### config.mk
export PLATFORM = sky130hd
export DESIGN_NAME = dps_supervisor
export DESIGN_NICKNAME = d
export VERILOG_FILES = /design/src/pkg/dps_pkg.sv /design/src/rtl/dps_supervisor.sv
export SDC_FILE = /design/constraint.sdc
export NUM_CORES = 1
export LEC_CHECK = 0
export ABC_AREA = 0
export BUFFER_PORTS_ARGS = -buffer_cell sky130_fd_sc_hd__buf_4
export CORE_MARGIN = 2
export CORE_UTILIZATION = 54
export DETAILED_ROUTE_END_ITERATION = 12
export PLACE_DENSITY = 0.82
export SKIP_LAST_GASP = 1
export SYNTH_ARGS = -nofsm -noshare
export SYNTH_HDL_FRONTEND = slang
export SYNTH_SLANG_ARGS = --single-unit
### constraint.sdc
create_clock -name REF_CLK -period 7.3 [get_ports REF_CLK]
set_clock_uncertainty 0.05 [all_clocks]
set_input_delay 1.46 -clock REF_CLK [delete_from_list [all_inputs] [get_ports REF_CLK]]
set_output_delay 1.46 -clock REF_CLK [all_outputs]
set_load 0.01 [all_outputs]
### src/pkg/dps_pkg.sv
// Constants and types shared by the drive protection supervisor
// Summary of operation
// Raise overload prevention whenever output current exceeds inverter rated current.
// Selector code 7 drives that output as alarm during inverter overload trip.
// Loss criterion: 0 off, 1 less-than comparison, 2 below-minimum comparison.
// Check reference loss only for voltage, current, summed or communication sources.
// Voltage source, criterion 1: loss when input below half its minimum.
// Summed source, criterion 2: loss when either input below its minimum.
// Apply fallback mode only after loss persists for the wait time; the code holds FREQ_CMD from the first cycle of raw loss, before the wait.
// Fallback: 0 hold last frequency, 1 free-run cutoff, 2 decelerate to stop.
// Selector code 11 drives that output on confirmed reference loss.
// A fault cannot be cleared while its cause is still present.
// Trip on overcurrent above 200 percent of rated current.
// Trip on ground fault current above fixed internal threshold.
// Trip on inverter overload when above 150 percent for one minute.
// Trip on overload when 150 percent persists beyond one minute.
// Trip on heat sink overheat.
// Trip when link capacitor is due for replacement.
// Trip when one or more output phases are open.
// Trip on link voltage above 400 V.
// Trip on link voltage below 180 V.
// Thermal model of motor heating trips on motor overload.
// Show parameter-save fault when nonvolatile write fails.
// Emergency stop cuts output at once; release with run resumes.
// Trips latch cutoff and code until clear; fixed priority picks code.
// Wait timer counts tenths, restarts on valid reference, fires on match.
package dps_pkg;
    localparam int CLK_PERIOD_NS = 40;
    localparam int TENTH_SEC_NS = 100_000_000;
    localparam int TICK_CYCLES_DEF = TENTH_SEC_NS / CLK_PERIOD_NS;
    localparam int OL_TIME_S = 60;
    localparam logic [9:0] OL_TICKS = 10'(OL_TIME_S * 10);
    localparam logic [9:0] OV_LIMIT_V = 10'd400;
    localparam logic [9:0] UV_LIMIT_V = 10'd180;
    localparam logic [11:0] GND_LIMIT = 12'h0c8;
    localparam logic [7:0] HS_LIMIT = 8'h64;
    localparam logic [11:0] PHASE_MIN = 12'h010;
    localparam logic [19:0] THERM_LIMIT = 20'h80000;
    localparam logic [19:0] THERM_LEAK = 20'h00010;
    localparam logic [4:0] SEL_OL_ALARM = 5'h07;
    localparam logic [4:0] SEL_REF_LOSS = 5'h0b;
    localparam logic [3:0] SRC_V1 = 4'h3;
    localparam logic [3:0] SRC_CUR = 4'h5;
    localparam logic [3:0] SRC_SUM = 4'h6;
    localparam logic [3:0] SRC_COMM = 4'h7;
    localparam logic [1:0] CRIT_OFF = 2'h0;
    localparam logic [1:0] CRIT_LT_HALF = 2'h1;
    localparam logic [1:0] CRIT_BELOW = 2'h2;
    localparam logic [1:0] FB_CONTINUE = 2'h0;
    localparam logic [1:0] FB_FREE_RUN = 2'h1;
    localparam logic [1:0] FB_DECEL = 2'h2;
    localparam logic [15:0] FREQ_RESET = 16'h0000;
    typedef enum logic [3:0] {
        FC_NONE = 4'h0, FC_OVERCURRENT = 4'h1, FC_GROUND = 4'h2, FC_INV_OVERLOAD = 4'h3,
        FC_OVERLOAD = 4'h4, FC_OVERHEAT = 4'h5, FC_CAP_WEAR = 4'h6, FC_PHASE_LOSS = 4'h7,
        FC_OVERVOLT = 4'h8, FC_UNDERVOLT = 4'h9, FC_THERMAL = 4'ha, FC_PARAM_SAVE = 4'hb
    } dps_fault_t;
    typedef enum logic [1:0] {ST_NORMAL = 2'b00, ST_TRIPPED = 2'b01} dps_state_t;
    typedef struct packed {
        logic [11:0] out_current;
        logic [11:0] rated_current;
        logic [2:0][11:0] phase_current;
        logic [11:0] ground_current;
        logic [9:0] link_voltage;
        logic [7:0] heatsink_temp;
    } dps_meas_t;
    typedef struct packed {
        logic [3:0] source;
        logic [1:0] ref_loss_criterion;
        logic [1:0] ref_loss_fallback_mode;
        logic [7:0] ref_loss_wait_time;
        logic [11:0] voltage_min;
        logic [11:0] current_min;
    } dps_ref_cfg_t;
endpackage

### src/rtl/dps_supervisor.sv
// Protective supervision: trips, fault latch and reference-loss handling
`timescale 1ns/10ps
`default_nettype none
module dps_supervisor
    import dps_pkg::*;
#(
    parameter int TICK_CYCLES = TICK_CYCLES_DEF
)(
    // Clock and reset
    input wire logic REF_CLK,
    input wire logic RESET,
    // Measurements and status
    input wire dps_meas_t MEAS,
    input wire logic CAP_REPLACE_DUE,
    input wire logic PARAM_SAVE_FAIL,
    // Frequency reference
    input wire dps_ref_cfg_t REF_CFG,
    input wire logic [11:0] VOLTAGE_REF_INPUT,
    input wire logic [11:0] CURRENT_REF_INPUT,
    input wire logic COMM_REF_VALID,
    input wire logic [15:0] FREQ_REF,
    // Output selectors
    input wire logic [4:0] TRANSISTOR_OUTPUT_SELECT,
    input wire logic [4:0] RELAY_OUTPUT_SELECT,
    // Sequence
    input wire logic RUN_CMD,
    input wire logic EMERGENCY_STOP,
    input wire logic FAULT_CLEAR,
    // Drive control
    output logic OUTPUT_CUTOFF,
    output logic RUN_ENABLE,
    output logic DECEL_STOP,
    output logic [15:0] FREQ_CMD,
    output logic OL_PREVENT,
    // Status
    output logic REF_LOSS,
    output logic OPEN_COLLECTOR_OUTPUT,
    output logic FAULT_RELAY_OUTPUT,
    output logic FAULT_ACTIVE,
    output dps_fault_t FAULT_CODE
);
    logic [21:0] tick_cnt, next_tick_cnt;
    logic tick;
    logic [9:0] ol_cnt, next_ol_cnt;
    logic [19:0] therm, next_therm;
    logic [7:0] wait_cnt, next_wait_cnt;
    logic next_confirmed;
    logic [15:0] next_freq;
    dps_state_t state, next_state;
    dps_fault_t code, next_code, first;
    logic [11:1] cause;
    logic [2:0] open_phase;
    logic [1:0][4:0] sel;
    logic [1:0] next_alarm;
    logic over_rated, over200, at150, v_low, i_low, raw_loss, chk;
    logic next_cutoff, next_decel, trip_cut, inv_ol_trip;
    logic [12:0] cur_x2;
    logic [13:0] cur_x2w, rated_x3;
    logic [20:0] therm_sum;
    logic [7:0] wait_cfg;

    assign cur_x2 = {MEAS.out_current, 1'b0};
    assign cur_x2w = {1'b0, cur_x2};
    assign rated_x3 = {2'b00, MEAS.rated_current} + {1'b0, MEAS.rated_current, 1'b0};
    assign over_rated = MEAS.out_current > MEAS.rated_current;
    assign over200 = {1'b0, MEAS.out_current} > {MEAS.rated_current, 1'b0};
    assign at150 = cur_x2w >= rated_x3;
    assign tick = tick_cnt == 22'(TICK_CYCLES - 1);
    assign wait_cfg = REF_CFG.ref_loss_wait_time;

    // Phase counts as open when its current is below PHASE_MIN; the trip also needs output current at PHASE_MIN or more
    for (genvar p = 0; p < 3; p++)
    begin : g_phase
        assign open_phase[p] = MEAS.phase_current[p] < PHASE_MIN;
    end

    assign cause[FC_OVERCURRENT] = over200;
    assign cause[FC_GROUND] = MEAS.ground_current > GND_LIMIT;
    assign cause[FC_INV_OVERLOAD] = ol_cnt >= OL_TICKS && cur_x2w > rated_x3;
    assign cause[FC_OVERLOAD] = ol_cnt > OL_TICKS;
    assign cause[FC_OVERHEAT] = MEAS.heatsink_temp > HS_LIMIT;
    assign cause[FC_CAP_WEAR] = CAP_REPLACE_DUE;
    assign cause[FC_PHASE_LOSS] = |open_phase && MEAS.out_current >= PHASE_MIN;
    assign cause[FC_OVERVOLT] = MEAS.link_voltage > OV_LIMIT_V;
    assign cause[FC_UNDERVOLT] = MEAS.link_voltage < UV_LIMIT_V;
    assign cause[FC_THERMAL] = therm >= THERM_LIMIT;
    assign cause[FC_PARAM_SAVE] = PARAM_SAVE_FAIL;

    // Reference-loss detection
    always_comb
    begin
        v_low = 1'b0;
        i_low = 1'b0;
        raw_loss = 1'b0;
        chk = REF_CFG.ref_loss_criterion == CRIT_LT_HALF || REF_CFG.ref_loss_criterion == CRIT_BELOW;
        case (REF_CFG.ref_loss_criterion)
            CRIT_LT_HALF:
            begin
                v_low = VOLTAGE_REF_INPUT < {1'b0, REF_CFG.voltage_min[11:1]};
                i_low = CURRENT_REF_INPUT < {1'b0, REF_CFG.current_min[11:1]};
            end
            CRIT_BELOW:
            begin
                v_low = VOLTAGE_REF_INPUT < REF_CFG.voltage_min;
                i_low = CURRENT_REF_INPUT < REF_CFG.current_min;
            end
            default:
            begin
                v_low = 1'b0;
                i_low = 1'b0;
            end
        endcase
        case (REF_CFG.source)
            SRC_V1: raw_loss = v_low;
            SRC_CUR: raw_loss = i_low;
            SRC_SUM: raw_loss = v_low || i_low;
            SRC_COMM: raw_loss = chk && !COMM_REF_VALID;
            default: raw_loss = 1'b0;
        endcase
    end

    // Timers: tenth-second tick, overload time, thermal model, loss wait
    always_comb
    begin
        next_tick_cnt = tick ? 22'h000000 : tick_cnt + 22'h000001;
        next_ol_cnt = ol_cnt;
        if (!at150)
            next_ol_cnt = 10'h000;
        else if (tick && ol_cnt <= OL_TICKS)
            next_ol_cnt = ol_cnt + 10'h001;
        therm_sum = {1'b0, therm} + {9'h000, MEAS.out_current - MEAS.rated_current};
        next_therm = therm;
        if (tick && over_rated)
            next_therm = therm_sum[20] ? 20'hfffff : therm_sum[19:0];
        else if (tick)
            next_therm = therm > THERM_LEAK ? therm - THERM_LEAK : 20'h00000;
        next_wait_cnt = wait_cnt;
        if (!raw_loss)
            next_wait_cnt = 8'h00;
        else if (tick && wait_cnt != wait_cfg)
            next_wait_cnt = wait_cnt + 8'h01;
        next_confirmed = raw_loss && wait_cnt == wait_cfg;
        // Last valid frequency is kept through a loss
        next_freq = raw_loss ? FREQ_CMD : FREQ_REF;
    end

    always_ff @(posedge REF_CLK)
    begin
        if (RESET)
        begin
            tick_cnt <= 22'h000000;
            ol_cnt <= 10'h000;
            therm <= 20'h00000;
            wait_cnt <= 8'h00;
            FREQ_CMD <= FREQ_RESET;
        end
        else
        begin
            tick_cnt <= next_tick_cnt;
            ol_cnt <= next_ol_cnt;
            therm <= next_therm;
            wait_cnt <= next_wait_cnt;
            FREQ_CMD <= next_freq;
        end
    end

    // Fault latch; lowest code wins when several causes coexist
    always_comb
    begin
        first = FC_NONE;
        for (int i = 11; i >= 1; i--)
        begin
            if (cause[i])
                first = dps_fault_t'(4'(i));
        end
        next_state = state;
        next_code = code;
        case (state)
            ST_NORMAL:
            begin
                if (first != FC_NONE)
                begin
                    next_state = ST_TRIPPED;
                    next_code = first;
                end
            end
            ST_TRIPPED:
            begin
                if (first != FC_NONE && first < code)
                    next_code = first;
                else if (FAULT_CLEAR && first == FC_NONE)
                begin
                    next_state = ST_NORMAL;
                    next_code = FC_NONE;
                end
            end
            default:
            begin
                next_state = ST_NORMAL;
                next_code = FC_NONE;
            end
        endcase
    end

    always_ff @(posedge REF_CLK)
    begin
        if (RESET)
        begin
            state <= ST_NORMAL;
            code <= FC_NONE;
        end
        else
        begin
            state <= next_state;
            code <= next_code;
        end
    end

    // Output drive; all outputs are registered (OL_PREVENT from over_rated, the rest from next-state) so they lag causes by one edge
    assign sel[0] = TRANSISTOR_OUTPUT_SELECT;
    assign sel[1] = RELAY_OUTPUT_SELECT;
    assign inv_ol_trip = next_state == ST_TRIPPED && next_code == FC_INV_OVERLOAD;
    for (genvar g = 0; g < 2; g++)
    begin : g_sel
        assign next_alarm[g] = (sel[g] == SEL_OL_ALARM && inv_ol_trip)
            || (sel[g] == SEL_REF_LOSS && next_confirmed);
    end

    always_comb
    begin
        // Save failure is display only; the stage keeps running
        trip_cut = next_state == ST_TRIPPED && next_code != FC_PARAM_SAVE;
        next_cutoff = EMERGENCY_STOP || trip_cut
            || (next_confirmed && REF_CFG.ref_loss_fallback_mode == FB_FREE_RUN);
        next_decel = next_confirmed && REF_CFG.ref_loss_fallback_mode == FB_DECEL;
    end

    always_ff @(posedge REF_CLK)
    begin
        if (RESET)
        begin
            OUTPUT_CUTOFF <= 1'b1;
            RUN_ENABLE <= 1'b0;
            DECEL_STOP <= 1'b0;
            OL_PREVENT <= 1'b0;
            REF_LOSS <= 1'b0;
            OPEN_COLLECTOR_OUTPUT <= 1'b0;
            FAULT_RELAY_OUTPUT <= 1'b0;
            FAULT_ACTIVE <= 1'b0;
            FAULT_CODE <= FC_NONE;
        end
        else
        begin
            OUTPUT_CUTOFF <= next_cutoff;
            RUN_ENABLE <= RUN_CMD && !next_cutoff;
            DECEL_STOP <= next_decel;
            OL_PREVENT <= over_rated;
            REF_LOSS <= next_confirmed;
            OPEN_COLLECTOR_OUTPUT <= next_alarm[0];
            FAULT_RELAY_OUTPUT <= next_alarm[1];
            FAULT_ACTIVE <= next_state == ST_TRIPPED;
            FAULT_CODE <= next_code;
        end
    end
endmodule
`default_nettype wire

Yosys cells after proc, flatten, opt, wreduce, memory -nomap -nowiden
Cells that the tools add are included.
- register bits after elaboration: 90
- output and inout bits: 28
- bitwise gates (word level): 2
- reduce and logical (&&, ||, !) cells: 34
- magnitude comparators: 22
- multiplexer cells: 26
- eq/ne operators: 19
- $add $sub $neg: 7
- operators with widths (cell ; count):
    $mux W20 ; 4
    $mux W4 ; 14
    $lt A12 B5 Y1 const B ; 3
    $lt A12 B11 Y1 ; 2
    $lt A12 B12 Y1 ; 2
    $add A22 B1 Y22 const B ; 1
    $eq A22 B22 Y1 const B ; 1
    $add A20 B12 Y21 ; 1
    $ge A20 B20 Y1 const B ; 1
    $gt A20 B5 Y1 const B ; 1
    $sub A20 B5 Y20 const B ; 1
    $logic_and A1 B1 Y1 ; 18
    $add A12 B13 Y14 ; 1
    $ge A13 B14 Y1 ; 1
    $gt A13 B14 Y1 ; 1
    $gt A12 B13 Y1 ; 1
    $eq A4 B3 Y1 const B ; 3
    $ge A12 B5 Y1 const B ; 1
    $gt A12 B12 Y1 ; 1
    $gt A12 B8 Y1 const B ; 1
    $sub A12 B12 Y12 ; 1
    $add A10 B1 Y10 const B ; 1
    $eq A5 B3 Y1 const B ; 2
    $eq A5 B4 Y1 const B ; 2
    28 further kinds ; 45

Depth between registers and ports, before layout
Gate-level depths: netlist of run 1.
- depth after elaboration: 22
- mapped depth: 28
- depth with buffers taken out: 28

Worst setup path after synthesis of run 1
OpenSTA, ideal clock, no wires.
- path type: input -> register
- start point: input port MEAS[67] in the netlist's numbering
- end point: register FAULT_RELAY_OUTPUT
- stages: 27
- data arrival time: 6648 ps
- path buffers: 0
- slack: 523 ps
- cells stage by stage: ha_1 -> a21o_1 -> a21oi_1 -> o21bai_1 -> a21oi_1 -> o21bai_1 -> a21oi_1 -> o211ai_1 -> a21oi_1 -> o21bai_1 -> xnor2_1 -> ha_1 -> nand3_1 -> nor2_1 -> o221a_2 -> o21ai_0 -> o211ai_1 -> or3_1 -> inv_1 -> ha_1 -> a2111oi_0 -> o2111a_1 -> o21bai_2 -> and2_4 -> a211o_1 -> or4b_1 -> a211oi_2
- cells in the longest elaborated chain, start to end: 15
- elaborated cells between the ends (all ways): 25
- classes of those cells: add/sub: 1; order compare: 3; eq/ne: 2; mux: 11; reduce/logical: 8
- ends and longest elaborated chain (what ; RTL line ; text):
    from (decl) ; dps_supervisor.sv:13 ; input wire dps_meas_t MEAS,
    $add A12 B13 Y14 ; dps_supervisor.sv:64 ; assign rated_x3 = {2'b00, MEAS.rated_current} + {1'b0, MEAS.rated_current, 1'b0};
    $gt A13 B14 Y1 ; dps_supervisor.sv:79 ; assign cause[FC_INV_OVERLOAD] = ol_cnt >= OL_TICKS && cur_x2w > rated_x3;
    $logic_and A1 B1 Y1 ; dps_supervisor.sv:79 ;
    $mux W4 (2 in series) ; dps_supervisor.sv:173 ; if (cause[i])
    $mux W4 * ; dps_supervisor.sv:173 ;
    branches (longest 6 deep; another with $lt A4 B4 Y1) ; - ;
    $logic_and A1 B1 Y1 * ; dps_supervisor.sv:222 ; assign inv_ol_trip = next_state == ST_TRIPPED && next_code == FC_INV_OVERLOAD;
    $logic_and A1 B1 Y1 * ; dps_supervisor.sv:225 ; assign next_alarm[g] = (sel[g] == SEL_OL_ALARM && inv_ol_trip)
    $logic_or A1 B1 Y1 * ; dps_supervisor.sv:226 ; || (sel[g] == SEL_REF_LOSS && next_confirmed);
    to (signal assigned) ; dps_supervisor.sv:260 ; FAULT_RELAY_OUTPUT <= next_alarm[1];
    to (decl) ; dps_supervisor.sv:38 ; output logic FAULT_RELAY_OUTPUT,
Mark *: on every way between the ends.
A chain may end at the register's enable or synchronous reset.

Final worst setup path of run 1
Same ends and word-level chain as after synthesis.

==> results.txt, run 1 <==
Total Wirelength: 21.37 mm
Met2 routed WL: 10.50 mm
Fill cells: 1246
Root Driver: clkbuf_16
Drc violations: 0
Fin nets: 1506
Met3 WL: 1.080 mm
Syn Inst Count: 1005
Final Critical Period: 6.817 ns
Final Non-Filler Cells: 1392
Die X: 126 µm
Max H-tree Level: 3
Worst Hold Launch: therm[2]$_SDFFE_PP0P_
Max-cap violations: 0
CP endpoint kind: flip-flop
Post-Place Setup Slack: -0.06235 ns
I/O pin cnt: 216
RSZ-0062 raised after global routing: false
Outcome: completed
Met1 wire length: 9.456 mm
Layout cells sized above 1: 0.2119
Row cnt: 44
Synth warn: 0
Number of synthesized flops with an enable pin: 0
Worst skew pair latency: 0.35 ns
Final period util: 0.9339
Fraction of registers with async set/reset: 0
Via-to-Cell Ratio: 5.741
Syn_nets: 1308
Worst-Margin Slew: 0.8986 ns
Fin. max-slew vios: 0
Maximum clock rate: 146.7 MHz
DIE AREA: 15880 µm²
CP max FO: 5
Arrival time worst endpoint: 7.04 ns
N_diodes: 0
Setup ws final: 0.4828 ns
Share of the synthesized area in the top cell type: 0.2242
Post-DR wirelength/cell: 15.35 µm
Hold Crit Class: flip-flop to flip-flop
Die height: 126 µm
Reg-to-Reg Start: ol_cnt[0]$_SDFFE_PP0P_
Largest net degree at the start of global routing: 57
CP Launch Type: input port
Clock transition at the registers of the reported paths: 0.07 ns
Area taken by multi-input logic gates: 5868 µm²
Netlist Area Pre-Place: 8038 µm²
Initial antenna violation count: 0
Total clock sinks: 90
Top cells by area, synth: dfxtp_1 22%, ha_1 17%, nor2_1 4.8%, xor2_1 4.7%, a21oi_1 4.1%
CP startpoint: MEAS[67]
Avg Cell Area, Syn: 7.998 µm²
Placed cell count: 1376
Leading register cell type out of synthesis: dfxtp_1
Leak: 4.687 nW
Core box area: 14530 µm²
CTS tree: built
Routability cong.: 0.9286
Top sig layer: met4
Register area share after synthesis: 0.2242
Post-synth top area cell: dfxtp_1
Clk buf depth: 2
Area growth syn-to-layout: 25.36%
First-pass GRT wire length: 35.18 mm
Post-DP HPWL: 17.01 mm
ANT nets after route: 0
Worst path required time: 7.52 ns
DR vias: 7992
Iteration-0 DRC Markers: 456
Distinct cells, synth: 80
Peak supply drop: 0.1715 mV
Max_slew headroom: 0.3987
Gr usage total: 0.2626
Number of port buffers: 203
Overflow after GRT: 0
Register Area: 1802 µm²
Fin. Hold Viols: 0
Initial Utilization: 0.5530
PD cells: 138.4 nW/µm²
Hold_buf cts: 0
Worst Setup Path Type: input port to flip-flop
Seq cells post-synth: 90
Vias in the first global route: 7672
Cts bufs inserted: 9
Setup violators final: 0
Initial DRT Pass Iterations: 5
==> final timing paths <==
path	to	slack (ns)	cells past startpoint
max	FAULT_RELAY_OUTPUT$_SDFF_PP0_	0.48	28
min	therm[2]$_SDFFE_PP0P_	0.42	2
max reg2reg	FAULT_RELAY_OUTPUT$_SDFF_PP0_	3.07	16
min reg2reg	therm[2]$_SDFFE_PP0P_	0.42	2
==> through the flow <==
step           power, mW    util  TNS (ns)  hold WS, ns  cell area, µm²
2_1_floorplan     0.7516       -         0       0.3799            8038
4_1_cts            1.399  0.6928         0       0.4194           10070
5_1_grt            1.472  0.6933         0       0.4442           10080
3_3_place_gp      0.8976  0.6710         0       0.3953            9752
3_5_place_dp      0.9083  0.6710   -0.1177       0.4021            9752
6_report           1.395  0.6933         0       0.4209           10080
==> critical path, stage by stage <==
cell	delay, ns
buf_4	0.13
ha_1	0.29
a21o_1	0.16
a21oi_1	0.22
o21bai_1	0.08
a21oi_1	0.23
o21bai_1	0.09
a21oi_1	0.20
o211ai_1	0.12
a21oi_1	0.15
o21bai_1	0.09
xnor2_1	0.13
ha_1	0.29
nand3_1	0.10
nor2_1	0.08
o221a_2	0.15
o21ai_0	0.27
o211ai_1	0.15
or3_1	0.42
inv_1	0.07
ha_1	0.24
a2111oi_2	0.36
o2111a_1	0.29
o21bai_2	0.10
and2_4	0.16
a211o_1	0.28
or4b_1	0.52
a211oi_2	0.18
==> Yosys cell counts (all sizes together) (22+ instances only) <==
master	instances
ha	112
nor2	102
dfxtp	90
inv	73
nand2	67
a21oi	66
o21ai	54
xor2	43
nand3	34
xnor2	28
a21o	22
nor3	22
==> flip-flops by register name, summed over array words and instances, names as in the netlist <==
name,flops
therm,20
FAULT_CODE,4
RUN_ENABLE,1
DECEL_STOP,1
FAULT_ACTIVE,1
FAULT_RELAY_OUTPUT,1
wait_cnt,8
REF_LOSS,1
state,2
OL_PREVENT,1
OUTPUT_CUTOFF,1
FREQ_CMD,16
OPEN_COLLECTOR_OUTPUT,1
tick_cnt,22
ol_cnt,10
==> timing repair <==
item / in CTS / in global routing
buffers inserted: 0 / 0
setup endpoints to repair: 0 / 3
resized for setup: 0 / 2
==> cell type report <==
type	instances	area share
clock buffer	9	0.02235
clock inverter	7	0.009189
inverter	73	0.02719
multi-input combinational	818	0.5824
sequential	90	0.1788
tap	184	0.02285
timing repair buffer	211	0.1572
==> report_power, final <==
group          switching [mW]  internal, mW  total, mW
sequential            0.00671         0.500      0.506
combinational           0.198         0.199      0.397
clock                   0.216         0.275      0.491
==> layer usage <==
metal  GRT usage  vias up
li1            -     4076
met1      0.3367     3665
met2      0.4646      221
met3     0.03611       30
met4     0.06723        0
met5           0        -
==> kinds of logic after synthesis <==
family | Yosys count | synth area share
AO/OA/AOI/OAI | 258 | 0.2200
XOR/XNOR | 71 | 0.07737
adder cells (fa/ha/maj) | 115 | 0.1818
buffers and inverters | 97 | 0.04732
flip-flops | 90 | 0.2242
multiplexers | 20 | 0.02522
other | 1 | 0.0004666
AND/OR/NAND/NOR | 353 | 0.2237
==> placed cells by master, fill, tap and decap left out, drive strengths merged, types with 28 or more instances in the layout <==
cell and n:
o21ai 54, nor2 102, buf 211, xnor2 28, a21oi 66, inv 77, nand2 67, ha 112
dfxtp 90, xor2 43, nand3 34
Power figures use the tool's default switching activity.
==> inputs of run 2 (changes only) <==
clock period = 7.38 ns   (was 7.3 ns; I/O delays follow)
==> run 2 against run 1 <==
  * Die area unchanged
  * Hold slack worse by 0.0032 ns
  * First-iteration DRC count up 10%
  * Total power down 5.1%
  * Clock power down 12%
  * Setup slack worse by 0.024 ns
  * Critical path depth unchanged
  * Clock-buffer cell count unchanged
  * Routed wire length down 0.94%
  * Global-route usage down 0.20 points
  * Sequential power down 1%
  * Critical path type unchanged
  * Largest cell class unchanged
  * Largest power group unchanged
==> results.txt, run 2 (synthesized netlist as in run 1, its figures left out) <==
Outcome: completed
Setup TNS: 0 ns
Peak supply drop: 0.1495 mV
N_diodes: 0
Fill cells: 1231
Max_slew headroom: 0.3722
Worst Path Buf+Inv: 2
Worst-Margin Slew: 0.9382 ns
First-pass GRT wire length: 34.74 mm
Setup violators final: 0
Combinational fraction of design power: 0.295
Total Wirelength: 21.17 mm
Max-cap violations: 0
Fin. Hold Viols: 0
Fin Hold WS: 0.4177 ns
Most common cell after layout, fill and taps aside: buf_4
Initial Utilization: 0.5530
CTS tree: built
Fin. max-slew vios: 0
Crit path largest cell delay: 0.53 ns
DR vias: 7984
Initial DRT Pass Iterations: 5
Via-to-Cell Ratio: 5.748
Clk buf depth: 2
RSZ-0062 raised after global routing: false
Drc violations: 0
Maximum clock rate: 144.5 MHz
Worst skew pair latency: 0.35 ns
Worst path required time: 7.60 ns
Clock transition at the registers of the reported paths: 0.06 ns
Sw power: 0.4041 mW
Final Cell Area: 10020 µm²
Top Registers: tick_cnt x22, therm x20, FREQ_CMD x16
Initial antenna violation count: 0
Pint: 0.9189 mW
CP endpoint kind: flip-flop
DIE AREA: 15880 µm²
Total Power: 1.323 mW
CP Launch Type: input port
Iteration-0 DRC Markers: 502
Total clock sinks: 90
Leak: 4.647 nW
Most used cell, CP: a21oi_1
Core box area: 14530 µm²
Die X: 126 µm
Switching Share: 0.3055
I/O pin cnt: 216
Fin nets: 1504
ANT nets after route: 0
Arrival time worst endpoint: 7.14 ns
Top Family by Delay on Critical Path: compound AO/OA/AOI/OAI gates
Root Driver: clkbuf_16
Clk network pwr share: 0.327
Hold_buf cts: 0
Post-DP Area: 9737 µm²
Overflow after GRT: 0
Most frequent cells in the layout: 209 x buf_4, 112 x ha_1, 102 x nor2_1
Post-DR wirelength/cell: 15.24 µm
Sequential Power Share: 0.379
Cts bufs inserted: 9
Die height: 126 µm
Largest Register: tick_cnt
Final Critical Period: 6.921 ns
Max FFs per register: 22
PD cells: 132.1 nW/µm²
Hold Crit Class: flip-flop to flip-flop
Number of port buffers: 203
Layout cells sized above 1: 0.2100
Crit path max-delay cell type: or4b_1
Routability cong.: 0.9240
Final period util: 0.9378
Largest net degree at the start of global routing: 57
CP max FO: 5
Row cnt: 44
Worst Setup Path Type: input port to flip-flop
Post-DP HPWL: 16.94 mm
Vias in the first global route: 7487
Max H-tree Level: 3
Gr usage total: 0.2606
Area growth syn-to-layout: 24.63%
-- run 2: cell count changes in the layout (fill, tap and decap cells not counted) --
cell        change
buf_4           -2
bufinv_16       -1
clkinv_4        -1
inv_8           -1
o21ai_1         +1
o21ai_0         -1
clkinv_8        -1
clkinvlp_4      +3
-- run 2: path summary, 6_finish.rpt --
path                            cells past startpoint                   start  slack [ns]                             to
worst min-delay path                                1  tick_cnt[0]$_SDFF_PP0_        0.42         tick_cnt[0]$_SDFF_PP0_
worst max-delay path                               28                MEAS[67]        0.46  FAULT_RELAY_OUTPUT$_SDFF_PP0_
worst max register to register                     16  ol_cnt[0]$_SDFFE_PP0P_        3.09  FAULT_RELAY_OUTPUT$_SDFF_PP0_
worst min register to register                      1  tick_cnt[0]$_SDFF_PP0_        0.42         tick_cnt[0]$_SDFF_PP0_
-- run 2: power groups by stage --
stage                     logic, mW  registers, mW  clock network (mW)
after floorplan               0.230          0.514                   0
after global placement        0.374          0.512                   0
after detailed placement      0.384          0.512                   0
after CTS                     0.386          0.501               0.440
after global routing          0.434          0.502               0.461
final                         0.390          0.501               0.432
-- run 2: cell type report --
type                    instances  area [µm²]  area share
clock buffers                   9       225.2     0.02248
clock inverters                 6       48.80    0.004871
inverters                      73       274.0     0.02735
multi-input cells             818        5868      0.5858
flip-flops and latches         90        1802      0.1799
well taps                     184       230.2     0.02298
repair buffers                209        1569      0.1566
-- run 2: metal layers --
layer,vias up,part of all wire,GRT usage
li1,4072,-,-
met1,3666,0.44,0.3349
met2,213,0.48,0.4526
met3,33,0.056,0.04885
met4,0,0.018,0.06270
met5,-,0,0
-- run 2: through the flow --
stage | instances | setup WS, ns | utilization
2_1_floorplan | 1005 | 0.5867 | -
3_3_place_gp | 1374 | 0.05315 | 0.6699
3_5_place_dp | 1374 | -0.08820 | 0.6699
4_1_cts | 1389 | 0.2635 | 0.6888
5_1_grt | 1389 | 0.03198 | 0.6892
6_report | 1389 | 0.4588 | 0.6892
-- run 2: timing repair --
| item | 4_1_cts | 5_1_grt |
|---|---|---|
| setup endpoints to repair | 0 | 4 |
| buffers inserted | 0 | 0 |
| resized for setup | 0 | 3 |
==> inputs of run 3 (changes only) <==
CORE_UTILIZATION = 55   (was 54)
PLACE_DENSITY = 0.91   (was 0.82)
clock period = 8.2 ns   (was 7.38 ns; I/O delays follow)
==> run 3 against run 2 <==
  * Combinational power is 9.5% lower
  * Clock-buffer cell count is 2 higher
  * Cell count hardly changed
  * Via count is 3.2% higher
  * Sequential cell count stayed put
  * Final area is 0.24% higher
  * Sequential share of layout area hardly changed
  * Largest cell class unchanged
==> results.txt, run 3 (synthesized netlist as in run 1, its figures left out) <==
Met2 global-route usage: 0.5130
Total Wirelength: 22.35 mm
Worst Setup Path Type: input port to flip-flop
Max FFs per register: 22
Largest Register: tick_cnt
Routability cong.: 0.8895
ANT nets after route: 0
Clock transition at the registers of the reported paths: 0.07 ns
PD cells: 125.2 nW/µm²
Worst path required time: 8.43 ns
CP max FO: 5
Max_slew headroom: 0.3264
CP Launch Type: input port
Peak supply drop: 0.1484 mV
DIE AREA: 15600 µm²
Top Registers: tick_cnt x22, therm x20, FREQ_CMD x16
Register Area: 1802 µm²
GRT met3 Usage: 0.06014
Vias in the first global route: 8143
CTS-repair resized insts: 0
Outcome: completed
Row cnt: 44
Area taken by multi-input logic gates: 5862 µm²
Area growth syn-to-layout: 24.92%
Post-DP HPWL: 17.22 mm
Clk buf depth: 2
Number of port buffers: 203
Core box area: 14420 µm²
Hold Crit Class: flip-flop to flip-flop
CTS tree: built
Initial DRT Pass Iterations: 6
Cts bufs inserted: 9
Most used cell, CP: a21oi_1
Leak: 4.668 nW
Post-CTS setup buffer count: 0
Maximum clock rate: 136.1 MHz
GRT busiest layer: met2
Die X: 124.9 µm
Largest net degree at the start of global routing: 57
N_diodes: 0
Initial antenna violation count: 0
Fin. max-slew vios: 0
RSZ-0062 raised after global routing: false
Worst-Margin Slew: 1.007 ns
Grt met1 use: 0.3276
Layout cells sized above 1: 0.2068
Fill cells: 1136
Top Family by Delay on Critical Path: compound AO/OA/AOI/OAI gates
Most common cell after layout, fill and taps aside: buf_4
Gr usage total: 0.2820
Worst Path Buf+Inv: 2
Root Driver: clkbuf_16
I/O pin cnt: 216
Final Critical Period: 7.347 ns
Fin nets: 1502
Most frequent cells in the layout: 207 x buf_4, 112 x ha_1, 102 x nor2_1
Initial Utilization: 0.5573
Fin. Hold Viols: 0
Post-DR wirelength/cell: 16.10 µm
CP endpoint kind: flip-flop
Hold_buf cts: 0
Crit path largest cell delay: 0.54 ns
DR vias: 8242
Worst skew pair latency: 0.36 ns
Max H-tree Level: 3
Total clock sinks: 90
Setup violators final: 0
Arrival time worst endpoint: 7.58 ns
Die height: 124.9 µm
Core Util, Final: 0.6961
Final period util: 0.8959
Crit path max-delay cell type: or4b_1
First-pass GRT wire length: 37.31 mm
Overflow after GRT: 0
Max-cap violations: 0
Drc violations: 0
Setup TNS: 0 ns
Via-to-Cell Ratio: 5.938
Iteration-0 DRC Markers: 707
## run 3: cell count changes in the layout (fill, tap and decap cells not counted), sizes merged
| cell | change |
|---|---|
| buf | -2 |
| clkinvlp | -3 |
| clkbuf | +2 |
| bufinv | +2 |
| clkinv | +1 |
| inv | -1 |
## run 3: through the flow
stage	hold WS (ns)	power (mW)	std cells	setup slack [ns]	cell area, µm²
6_report	0.4139	1.257	1388	0.8533	10040
5_1_grt	0.4428	1.321	1388	0.4799	10040
4_1_cts	0.4183	1.259	1388	0.8927	10040
3_5_place_dp	0.4022	0.8062	1372	0.5328	9722
3_3_place_gp	0.3949	0.7930	1372	0.6145	9722
2_1_floorplan	0.3799	0.6691	1005	1.243	8038
## run 3: final timing paths
check,startpoint,to,slack (ns),cells past startpoint
setup / recovery,MEAS[67],FAULT_RELAY_OUTPUT$_SDFF_PP0_,0.85,28
hold / removal,tick_cnt[0]$_SDFF_PP0_,tick_cnt[0]$_SDFF_PP0_,0.41,1
setup reg to reg,ol_cnt[0]$_SDFFE_PP0P_,FAULT_RELAY_OUTPUT$_SDFF_PP0_,3.76,16
hold reg to reg,tick_cnt[0]$_SDFF_PP0_,tick_cnt[0]$_SDFF_PP0_,0.41,1
## run 3: final cells by class
cell class                 instances  area share
timing repair buffer             207      0.1548
tap                              184     0.02293
sequential                        90      0.1794
multi-input combinational        818      0.5838
clock inverter                     5    0.008598
inverter                          73     0.02729
clock buffer                      11     0.02318
## run 3: power breakdown
| part | switching (mW) | internal, mW |
|---|---|---|
| logic | 0.178 | 0.175 |
| clock network | 0.182 | 0.270 |
| registers | 0.00621 | 0.445 |
| total | 0.367 | 0.890 |
## run 3: metal layers
| layer | part of all wire | wire [µm] | vias to the layer above |
|---|---|---|---|
| li1 | - | - | 4065 |
| met4 | 0.030 | 679 | 0 |
| met5 | 0 | 0 | - |
| met2 | 0.50 | 11070 | 321 |
| met1 | 0.41 | 9188 | 3786 |
| met3 | 0.063 | 1412 | 70 |
